<file path="src/hdl/anr_defs.vh">
// Constants of the auto-negotiation ability and status register bank.
// Assumes inclusion by bare name from the design files under hdl/.
`ifndef ANR_DEFS_VH
`define ANR_DEFS_VH

// ----------------------------------------------------------------------------
// Register indices and byte addresses
// ----------------------------------------------------------------------------
`define ANR_IDX_ADVERT     4'h4
`define ANR_IDX_PARTNER    4'h5
`define ANR_IDX_EXPANSION  4'h6
`define ANR_ADDR_ADVERT    8'h10
`define ANR_ADDR_PARTNER   8'h14
`define ANR_ADDR_EXPANSION 8'h18
`define ANR_ADDR_OPTION    8'h40
`define ANR_ADDR_IRQ_STAT  8'h44
`define ANR_ADDR_IRQ_MASK  8'h48

// ----------------------------------------------------------------------------
// Field positions
// ----------------------------------------------------------------------------
`define ANR_ADV_FD10_BIT   6
`define ANR_ADV_HD10_BIT   5
`define ANR_EXP_BASE_BIT   5
`define ANR_EXP_PDF_BIT    4
`define ANR_EXP_LPNP_BIT   3
`define ANR_EXP_NPA_BIT    2
`define ANR_EXP_PRX_BIT    1
`define ANR_EXP_LPAN_BIT   0
`define ANR_OPT_ALTNP_BIT  1

// ----------------------------------------------------------------------------
// Selector codes and reset values
// ----------------------------------------------------------------------------
`define ANR_SEL_8023       5'h01
`define ANR_SEL_8029       5'h02
`define ANR_SEL_RSVD_LO    5'h00
`define ANR_SEL_RSVD_HI    5'h1F
`define ANR_SEL_RST        5'h01
`define ANR_PARTNER_RST    16'h0000
`define ANR_OPT_RST        16'h0000
`define ANR_IRQ_RST        3'h0

// ----------------------------------------------------------------------------
// Timing counts
// ----------------------------------------------------------------------------
`define ANR_STRAP_WAIT     3'h2

`endif

</file>
<file path="src/hdl/anr_latch_flag.v">
// Latching-high flag: set wins over clear, cleared after a read saw it.
// Assumes rd_seen pulses at the APB read completion of its register.
`timescale 1ns/1ps
module anr_latch_flag (
  input  wire ref_clk,
  input  wire sys_rst,
  input  wire set_ev,
  input  wire rd_seen,
  input  wire force_clr,
  output reg  flag_q
);
  // Clear only a 1 that the read returned; a new set wins
  always @(posedge ref_clk) begin
    if (sys_rst)
      flag_q <= 1'b0;
    else if (set_ev)
      flag_q <= 1'b1;
    else if ((rd_seen && flag_q) || force_clr)
      flag_q <= 1'b0;
  end
endmodule // anr_latch_flag

</file>
<file path="src/hdl/anr_regs.v">
// Auto-negotiation advertisement, partner base page and expansion registers.
// Assumes APB on ref_clk; negotiation events are pulses on ref_clk; straps
// and partner page bits come from outside and are synchronised here.
// Latched flags clear on a read that returned them as 1; page received also clears on the option's forced clear.
`timescale 1ns/1ps
`include "anr_defs.vh"
module anr_regs (
  input  wire        ref_clk,
  input  wire        sys_rst,
  // APB slave
  input  wire        psel,
  input  wire        penable,
  input  wire        pwrite,
  input  wire [7:0]  paddr,
  input  wire [31:0] pwdata,
  output reg  [31:0] prdata,
  output reg         pready,
  output reg         pslverr,
  // Hardware configuration straps (pins)
  input  wire        strap_fd10,
  input  wire        strap_hd10,
  // Received partner base page word (pins, held while stable)
  input  wire [15:0] partner_word,
  input  wire        partner_an_able,
  input  wire        partner_np_able,
  // Negotiation events, one-cycle pulses on ref_clk; page_is_base, mr_page_rx and transmit_disable are levels
  input  wire        base_page_ev,
  input  wire        page_rx_ev,
  input  wire        page_is_base,
  input  wire        pd_fault_ev,
  input  wire        mr_page_rx,
  input  wire        transmit_disable,
  // Local advertisement and option towards the negotiation logic, and the interrupt
  output reg  [15:0] advert_word,
  output reg         alt_next_page_option,
  output reg         irq
);

  // --------------------------------------------------------------------------
  // Pin synchronisers
  // --------------------------------------------------------------------------
  wire [15:0] pw_s;
  wire        fd10_s;
  wire        hd10_s;
  wire        lpan_s;
  wire        lpnp_s;

  // Partner word, one synchroniser per bit
  genvar gi;
  generate
    for (gi = 0; gi < 16; gi = gi + 1) begin : g_pw
      anr_sync2 u_s (
        .ref_clk (ref_clk),
        .sys_rst (sys_rst),
        .d_in    (partner_word[gi]),
        .d_out   (pw_s[gi])
      );
    end
  endgenerate

  // Straps and partner ability levels
  anr_sync2 u_fd (
    .ref_clk (ref_clk),
    .sys_rst (sys_rst),
    .d_in    (strap_fd10),
    .d_out   (fd10_s)
  );

  anr_sync2 u_hd (
    .ref_clk (ref_clk),
    .sys_rst (sys_rst),
    .d_in    (strap_hd10),
    .d_out   (hd10_s)
  );

  anr_sync2 u_an (
    .ref_clk (ref_clk),
    .sys_rst (sys_rst),
    .d_in    (partner_an_able),
    .d_out   (lpan_s)
  );

  anr_sync2 u_np (
    .ref_clk (ref_clk),
    .sys_rst (sys_rst),
    .d_in    (partner_np_able),
    .d_out   (lpnp_s)
  );

  // --------------------------------------------------------------------------
  // APB decode
  // --------------------------------------------------------------------------
  // Transfer completes at the edge where pready is seen high
  wire wr_en = psel & penable & pwrite & pready;
  wire rd_en = psel & penable & ~pwrite & pready;
  // Register hits by byte address
  wire hit_adv  = (paddr == `ANR_ADDR_ADVERT);
  wire hit_par  = (paddr == `ANR_ADDR_PARTNER);
  wire hit_exp  = (paddr == `ANR_ADDR_EXPANSION);
  wire hit_opt  = (paddr == `ANR_ADDR_OPTION);
  wire hit_ist  = (paddr == `ANR_ADDR_IRQ_STAT);
  wire hit_imk  = (paddr == `ANR_ADDR_IRQ_MASK);
  wire hit_any  = hit_adv | hit_par | hit_exp | hit_opt | hit_ist | hit_imk;

  // --------------------------------------------------------------------------
  // Strap capture after reset release
  // --------------------------------------------------------------------------
  reg [2:0] strap_cnt_q;
  reg       strap_done_q;

  // Wait for the synchronisers to fill, then load defaults once
  always @(posedge ref_clk) begin
    if (sys_rst) begin
      strap_cnt_q  <= 3'h0;
      strap_done_q <= 1'b0;
    end else if (!strap_done_q) begin
      strap_cnt_q <= strap_cnt_q + 3'h1;
      if (strap_cnt_q == `ANR_STRAP_WAIT)
        strap_done_q <= 1'b1;
    end
  end

  // One-cycle load pulse once the synchronisers hold the straps
  wire strap_load = !strap_done_q && (strap_cnt_q == `ANR_STRAP_WAIT);

  // --------------------------------------------------------------------------
  // Local advertisement register (lower bits held here)
  // --------------------------------------------------------------------------
  reg       fd10_q;
  reg       hd10_q;
  reg [4:0] sel_q;
  wire [4:0] sel_wr = pwdata[4:0];
  wire sel_ok = (sel_wr == `ANR_SEL_8023) || (sel_wr == `ANR_SEL_8029);

  // Abilities from straps; selector accepts only defined codes
  always @(posedge ref_clk) begin
    if (sys_rst) begin
      fd10_q <= 1'b0;
      hd10_q <= 1'b0;
      sel_q  <= `ANR_SEL_RST;
    end else if (strap_load) begin
      fd10_q <= fd10_s;
      hd10_q <= hd10_s;
    end else if (wr_en && hit_adv) begin
      fd10_q <= pwdata[`ANR_ADV_FD10_BIT];
      hd10_q <= pwdata[`ANR_ADV_HD10_BIT];
      if (sel_ok)
        sel_q <= sel_wr;
    end
  end

  wire [15:0] adv_rd = {9'h000, fd10_q, hd10_q, sel_q};

  // --------------------------------------------------------------------------
  // Partner base page register
  // --------------------------------------------------------------------------
  reg [15:0] partner_q;

  // Loaded when a base page is received; bit 12 forced to zero
  always @(posedge ref_clk) begin
    if (sys_rst)
      partner_q <= `ANR_PARTNER_RST;
    else if (page_rx_ev && page_is_base)
      partner_q <= {pw_s[15:13], 1'b0, pw_s[11:0]};
  end

  // --------------------------------------------------------------------------
  // Option register
  // --------------------------------------------------------------------------
  // Written by software, read back at bit 1
  always @(posedge ref_clk) begin
    if (sys_rst)
      alt_next_page_option <= 1'b0;
    else if (wr_en && hit_opt)
      alt_next_page_option <= pwdata[`ANR_OPT_ALTNP_BIT];
  end

  // --------------------------------------------------------------------------
  // Expansion register latched flags
  // --------------------------------------------------------------------------
  // Read completion of the expansion register
  wire exp_rd = rd_en && hit_exp;
  wire base_q;
  wire pdf_q;
  wire prx_q;
  wire prx_force = alt_next_page_option && (!mr_page_rx || transmit_disable);

  // Flags the completing read returned; prdata still holds that word
  wire base_rd = exp_rd && prdata[`ANR_EXP_BASE_BIT];
  wire pdf_rd  = exp_rd && prdata[`ANR_EXP_PDF_BIT];
  wire prx_rd  = exp_rd && prdata[`ANR_EXP_PRX_BIT];

  // Base page flag; reads back only with the option set
  anr_latch_flag u_base (
    .ref_clk   (ref_clk),
    .sys_rst   (sys_rst),
    .set_ev    (base_page_ev),
    .rd_seen   (base_rd),
    .force_clr (1'b0),
    .flag_q    (base_q)
  );

  // Parallel detection fault flag
  anr_latch_flag u_pdf (
    .ref_clk   (ref_clk),
    .sys_rst   (sys_rst),
    .set_ev    (pd_fault_ev),
    .rd_seen   (pdf_rd),
    .force_clr (1'b0),
    .flag_q    (pdf_q)
  );

  // Page received flag; the option adds a forced clear
  anr_latch_flag u_prx (
    .ref_clk   (ref_clk),
    .sys_rst   (sys_rst),
    .set_ev    (page_rx_ev),
    .rd_seen   (prx_rd),
    .force_clr (prx_force),
    .flag_q    (prx_q)
  );

  reg lpnp_q;
  reg lpan_q;

  // Partner next-page and auto-negotiation ability levels
  always @(posedge ref_clk) begin
    if (sys_rst) begin
      lpnp_q <= 1'b0;
      lpan_q <= 1'b0;
    end else begin
      lpnp_q <= lpnp_s;
      lpan_q <= lpan_s;
    end
  end

  // Upper bits reserved, local next page able fixed at 1
  wire [15:0] exp_rd_word = {10'h000,
                             base_q & alt_next_page_option,
                             pdf_q, lpnp_q,
                             1'b1,
                             prx_q, lpan_q};

  // --------------------------------------------------------------------------
  // Interrupts: sticky on negotiation event pulses, write one to clear
  // --------------------------------------------------------------------------
  reg  [2:0] ist_q;
  reg  [2:0] imk_q;
  wire [2:0] ev_vec  = {base_page_ev, pd_fault_ev, page_rx_ev};
  wire [2:0] ist_clr = (wr_en && hit_ist) ? pwdata[2:0] : 3'h0;

  // Sticky status; an event in the clearing cycle wins
  always @(posedge ref_clk) begin
    if (sys_rst)
      ist_q <= `ANR_IRQ_RST;
    else
      ist_q <= ev_vec | (ist_q & ~ist_clr);
  end

  // Mask, same layout as the status
  always @(posedge ref_clk) begin
    if (sys_rst)
      imk_q <= `ANR_IRQ_RST;
    else if (wr_en && hit_imk)
      imk_q <= pwdata[2:0];
  end

  // Level interrupt, one cycle behind the status
  always @(posedge ref_clk) begin
    if (sys_rst)
      irq <= 1'b0;
    else
      irq <= |(ist_q & imk_q);
  end

  // --------------------------------------------------------------------------
  // APB answer: one wait state, read data registered
  // --------------------------------------------------------------------------
  reg [15:0] rd_mux;

  // Read word of the addressed register
  always @* begin
    rd_mux = 16'h0000;
    if (hit_adv)
      rd_mux = adv_rd;
    else if (hit_par)
      rd_mux = partner_q;
    else if (hit_exp)
      rd_mux = exp_rd_word;
    else if (hit_opt)
      rd_mux = {14'h0000, alt_next_page_option, 1'b0};
    else if (hit_ist)
      rd_mux = {13'h0000, ist_q};
    else if (hit_imk)
      rd_mux = {13'h0000, imk_q};
  end

  // pready one cycle after the access phase starts
  always @(posedge ref_clk) begin
    if (sys_rst) begin
      pready  <= 1'b0;
      prdata  <= 32'h0000_0000;
      pslverr <= 1'b0;
    end else if (psel && penable && !pready) begin
      pready  <= 1'b1;
      prdata  <= pwrite ? 32'h0000_0000 : {16'h0000, rd_mux};
      pslverr <= !hit_any;
    end else begin
      pready  <= 1'b0;
      pslverr <= 1'b0;
    end
  end

  // --------------------------------------------------------------------------
  // Advertisement word towards the link side
  // --------------------------------------------------------------------------
  // Selector as sent: a reserved code never leaves the block
  wire       sel_tx_ok = (sel_q == `ANR_SEL_8023) || (sel_q == `ANR_SEL_8029);
  wire [4:0] sel_tx    = sel_tx_ok ? sel_q : `ANR_SEL_RST;

  // Registered copy for the negotiation logic
  always @(posedge ref_clk) begin
    if (sys_rst)
      advert_word <= {11'h000, `ANR_SEL_RST};
    else
      advert_word <= {adv_rd[15:5], sel_tx};
  end

endmodule // anr_regs

</file>
<file path="src/hdl/anr_sync2.v">
// Two-flop synchroniser for one level from outside the clock domain.
// Assumes the level is quasi-static compared with ref_clk.
`timescale 1ns/1ps
module anr_sync2 (
  input  wire ref_clk,
  input  wire sys_rst,
  input  wire d_in,
  output reg  d_out
);
  reg meta_q;

  // Second stage alone reads the first
  always @(posedge ref_clk) begin
    if (sys_rst) begin
      meta_q <= 1'b0;
      d_out  <= 1'b0;
    end else begin
      meta_q <= d_in;
      d_out  <= meta_q;
    end
  end
endmodule // anr_sync2

</file>
<file path="config.mk">
export PLATFORM = sky130hd
export DESIGN_NAME = anr_regs
export DESIGN_NICKNAME = d
export VERILOG_FILES = /design/src/hdl/anr_latch_flag.v /design/src/hdl/anr_regs.v /design/src/hdl/anr_sync2.v
export VERILOG_INCLUDE_DIRS = /design/src /design/src/hdl
export SDC_FILE = /design/constraint.sdc
export NUM_CORES = 1
export LEC_CHECK = 0
export ABC_CLOCK_PERIOD_IN_PS = 2650
export BUFFER_PORTS_ARGS = -buffer_cell sky130_fd_sc_hd__buf_2
export CORE_MARGIN = 10
export CORE_UTILIZATION = 50
export DETAILED_ROUTE_END_ITERATION = 8
export PLACE_DENSITY = 0.88
export RECOVER_POWER = 25
export SLEW_MARGIN = 20
export SYNTH_ARGS = -nofsm -noshare
export SYNTH_HDL_FRONTEND = slang
export SYNTH_SLANG_ARGS = --single-unit
</file>
<file path="constraint.sdc">
create_clock -name ref_clk -period 2.65 [get_ports ref_clk]
set_input_delay 0.795 -clock ref_clk [delete_from_list [all_inputs] [get_ports ref_clk]]
set_output_delay 0.795 -clock ref_clk [all_outputs]
set_load 0.05 [all_outputs]
</file>
==> flow_summary.json <==
{
  "critPathSlowestCell": "or4_4",
  "dieWidth_um": 108,
  "clk_latency_ps": 350,
  "synth.avg_cell_area_um2": 9.63,
  "synth_ff_type": "dfxtp_1",
  "end_kind": "register",
  "wl_met1_mm": 3.77,
  "p_leak_uw": 0.00184,
  "cp_cell_sequence": "buf_2 > or4_4 > nor4_4 > mux2i_1 > nor2_1",
  "route.met2.wl_mm": 4.00,
  "top_layer": "met4",
  "cts_tree": "done",
  "powerDensity_nw_per_um2": 668,
  "p_sw_share_pct": 29.4,
  "port_buffers": 70,
  "cp.required_ps": 2870,
  "synth_cells": 399,
  "dp.cells": 561,
  "die_height_um": 108,
  "routed_wirelength_mm": 8.48,
  "grt_max_degree": 86,
  "vias": 2900,
  "cap_viol_max_count": 0,
  "ys_warn_count": 0,
  "cpPeakStageDelay_ps": 610,
  "cts.repair.resized": 0,
  "antenna_found_initial": 0,
  "outcome": "complete, no violations",
  "synthXorXnorAreaFrac_pct": 0.684,
  "ys_async_sr_fraction_pct": 0,
  "pwr-share-seq_pct": 55.9,
  "synth_seq_area_share_pct": 52.6,
  "synth_top_family_by_area": "simple AND/OR/NAND/NOR gates",
  "cts_hold_buf": 0,
  "drv_slew": 0,
  "track_usage_pct": 14.2,
  "synth-seq-cells": 101,
  "stdcell_count": 577,
  "synth-edff-count": 0,
  "pin_count": 123,
  "dieArea_um2": 11600,
  "fin_util_pct": 59.8,
  "hold_class": "reg2reg",
  "combPwrFrac_pct": 13.4,
  "drc_errors": 0,
  "grt_pass1_vias": 2736,
  "num_rows": 31,
  "clkTransAtPathRegs_ps": 100,
  "synth_mux_area_share_pct": 2.90,
  "syn_area_um2": 3840,
  "htreeDepth": 3,
  "p_sw_uw": 866,
  "first_pass_iters": 4,
  "cts_root_buffer": "clkbuf_8",
  "start_util_pct": 52.2,
  "fin_crit_ps": 2030,
  "grt_pass1_wl_mm": 13.3,
  "grt_setup_unrepaired": "no",
  "worstPathArrival_ps": 2250,
  "timing.fmax_ghz": 0.493,
  "first_iter_violations": 179,
  "fin_crit_sh_pct": 76.5,
  "viasPerCell": 5.03,
  "synth_cell_types": 55,
  "grt_overflow": 0,
  "clockBufferDepth": 2,
  "ir_drop_mv": 0.531,
  "finalHoldViolations": 0,
  "dr_wl_met3_um": 625,
  "path_class": "in2reg",
  "hpwl_mm": 6.48,
  "cts_setup_buffers": 0,
  "cts_buffers": 9,
  "core-area_um2": 7370,
  "synth_compound_area_share_pct": 11.7,
  "gp_congestion": 0.890,
  "nNetsFinal": 546,
  "drive_above_1_share_pct": 20.9,
  "antenna_left": 0,
  "crit_fanout": 5,
  "p_int_uw": 2080,
  "slew_headroom_pct": 44.1,
  "area_delta_synth_final_pct": 14.7,
  "synth-simple-area-share_pct": 23.8,
  "setup_tns_ps": 0,
  "synthAdderAreaFrac_pct": 0.651,
  "setup_viol": 0,
  "fin_worst_skew_ps": 8.18,
  "worstSetupStartpointType": "input pin",
  "worstMarginPinSlew_ps": 839,
  "diodes": 0,
  "pwr-share-clk_pct": 30.7,
  "cts_sinks": 101,
  "route.detailed.wl_per_inst_um": 14.7
}
## critical path: cells and delay by family
kind	cells	cell delay [ps]
multiplexers	1	230
buffers and inverters	1	130
AND/OR/NAND/NOR	3	1100
## flip-flops by register name, summed over array words and instances, names as in the netlist, 3 cells and up
| signal | flops |
|---|---|
| sel_q | 5 |
| partner_q | 15 |
| imk_q | 3 |
| strap_cnt_q | 3 |
| g_pw.u_s.meta_q | 15 |
| prdata | 15 |
| advert_word | 7 |
| g_pw.u_s.d_out | 15 |
| ist_q | 3 |
## cell usage in the layout, fill, tap and decap left out, types with 5 or more instances in the layout
| cell type | count |
|---|---|
| dfxtp_1 | 101 |
| buf_2 | 69 |
| nor2b_1 | 47 |
| nand2_1 | 41 |
| nor2_1 | 32 |
| conb_1 | 29 |
| a21oi_1 | 24 |
| mux2i_1 | 10 |
| a32oi_1 | 9 |
| clkbuf_8 | 9 |
| inv_1 | 8 |
| buf_4 | 7 |
| a311oi_1 | 6 |
| nand3b_1 | 5 |
| nand3_1 | 5 |
| and2_1 | 5 |
## final cells by class
cell class / instances / area (um^2)
fill: 662 / 2960
sequential: 101 / 2020
multi-input combinational: 275 / 1640
timing repair buffer: 78 / 409
clock buffer: 9 / 124
tap: 99 / 124
clock inverter: 7 / 65.1
inverter: 8 / 30.0
## final timing paths
| check | from | end | slack, ps | depth (start not counted) |
|---|---|---|---|---|
| worst max-delay path | paddr[5] | imk_q[1] | 620 | 5 |
| worst min-delay path | g_pw[6].u_s.d_out | partner_q[6] | 440 | 2 |
| worst max register to register | strap_cnt_q[0] | sel_q[2] | 970 | 6 |
| worst min register to register | g_pw[6].u_s.d_out | partner_q[6] | 440 | 2 |
## routing by layer
metal  GRT usage (%)  vias to the layer above
met1            17.4                     1335
met4            4.77                        0
met3            4.67                       10
met5               0                        -
li1                -                     1464
met2            22.7                       91
## power by group through the flow
stage          Clock [uW]  Combinational [uW]  Sequential, uW
5_1_grt               978                 430            1660
6_report              906                 394            1650
4_1_cts               923                 396            1650
3_5_place_dp            0                 392            1680
2_1_floorplan           0                 290            1700
3_3_place_gp            0                 379            1680
## stage by stage
step           hold WS, ps  area (um^2)  worst slack (ps)  total power (uW)
2_1_floorplan          412         3950               511              1990
3_3_place_gp           423         4240               287              2060
3_5_place_dp           421         4240               265              2080
4_1_cts                439         4420               655              2970
5_1_grt                456         4410               499              3070
6_report               440         4410               622              2950
## Yosys cell counts, drive strengths merged (2+ instances only)
cell type,number,area (um^2)
mux2i,10,100
nand3,5,25.0
xor2,2,17.5
a21oi,24,120
o21ai,4,20.0
nor2b,47,294
nand2,41,154
a311oi,6,52.6
o22a,2,17.5
a21boi,2,15.0
inv,8,30.0
nand2b,4,25.0
nor4b,2,17.5
o2bb2ai,3,26.3
a211oi,3,22.5
nand3b,5,37.5
nor4,6,73.8
dfxtp,101,2020
ha,2,25.0
clkbuf,12,45.0
buf,31,215
nand4,4,25.0
nor2,32,120
a32oi,9,78.8
nor3,5,36.3
and3,2,12.5
and2,5,31.3
## cells by family (layout without fill, tap and decap cells)
group                    Yosys count  count (layout)
AO/OA/AOI/OAI                     65              65
multiplexers                      11              11
buffers and inverters             51             102
adder cells (fa/ha/maj)            2               2
XOR/XNOR                           3               3
other                              1              29
flip-flops                       101             101
AND/OR/NAND/NOR                  165             165
Power figures use the tool's default switching activity.
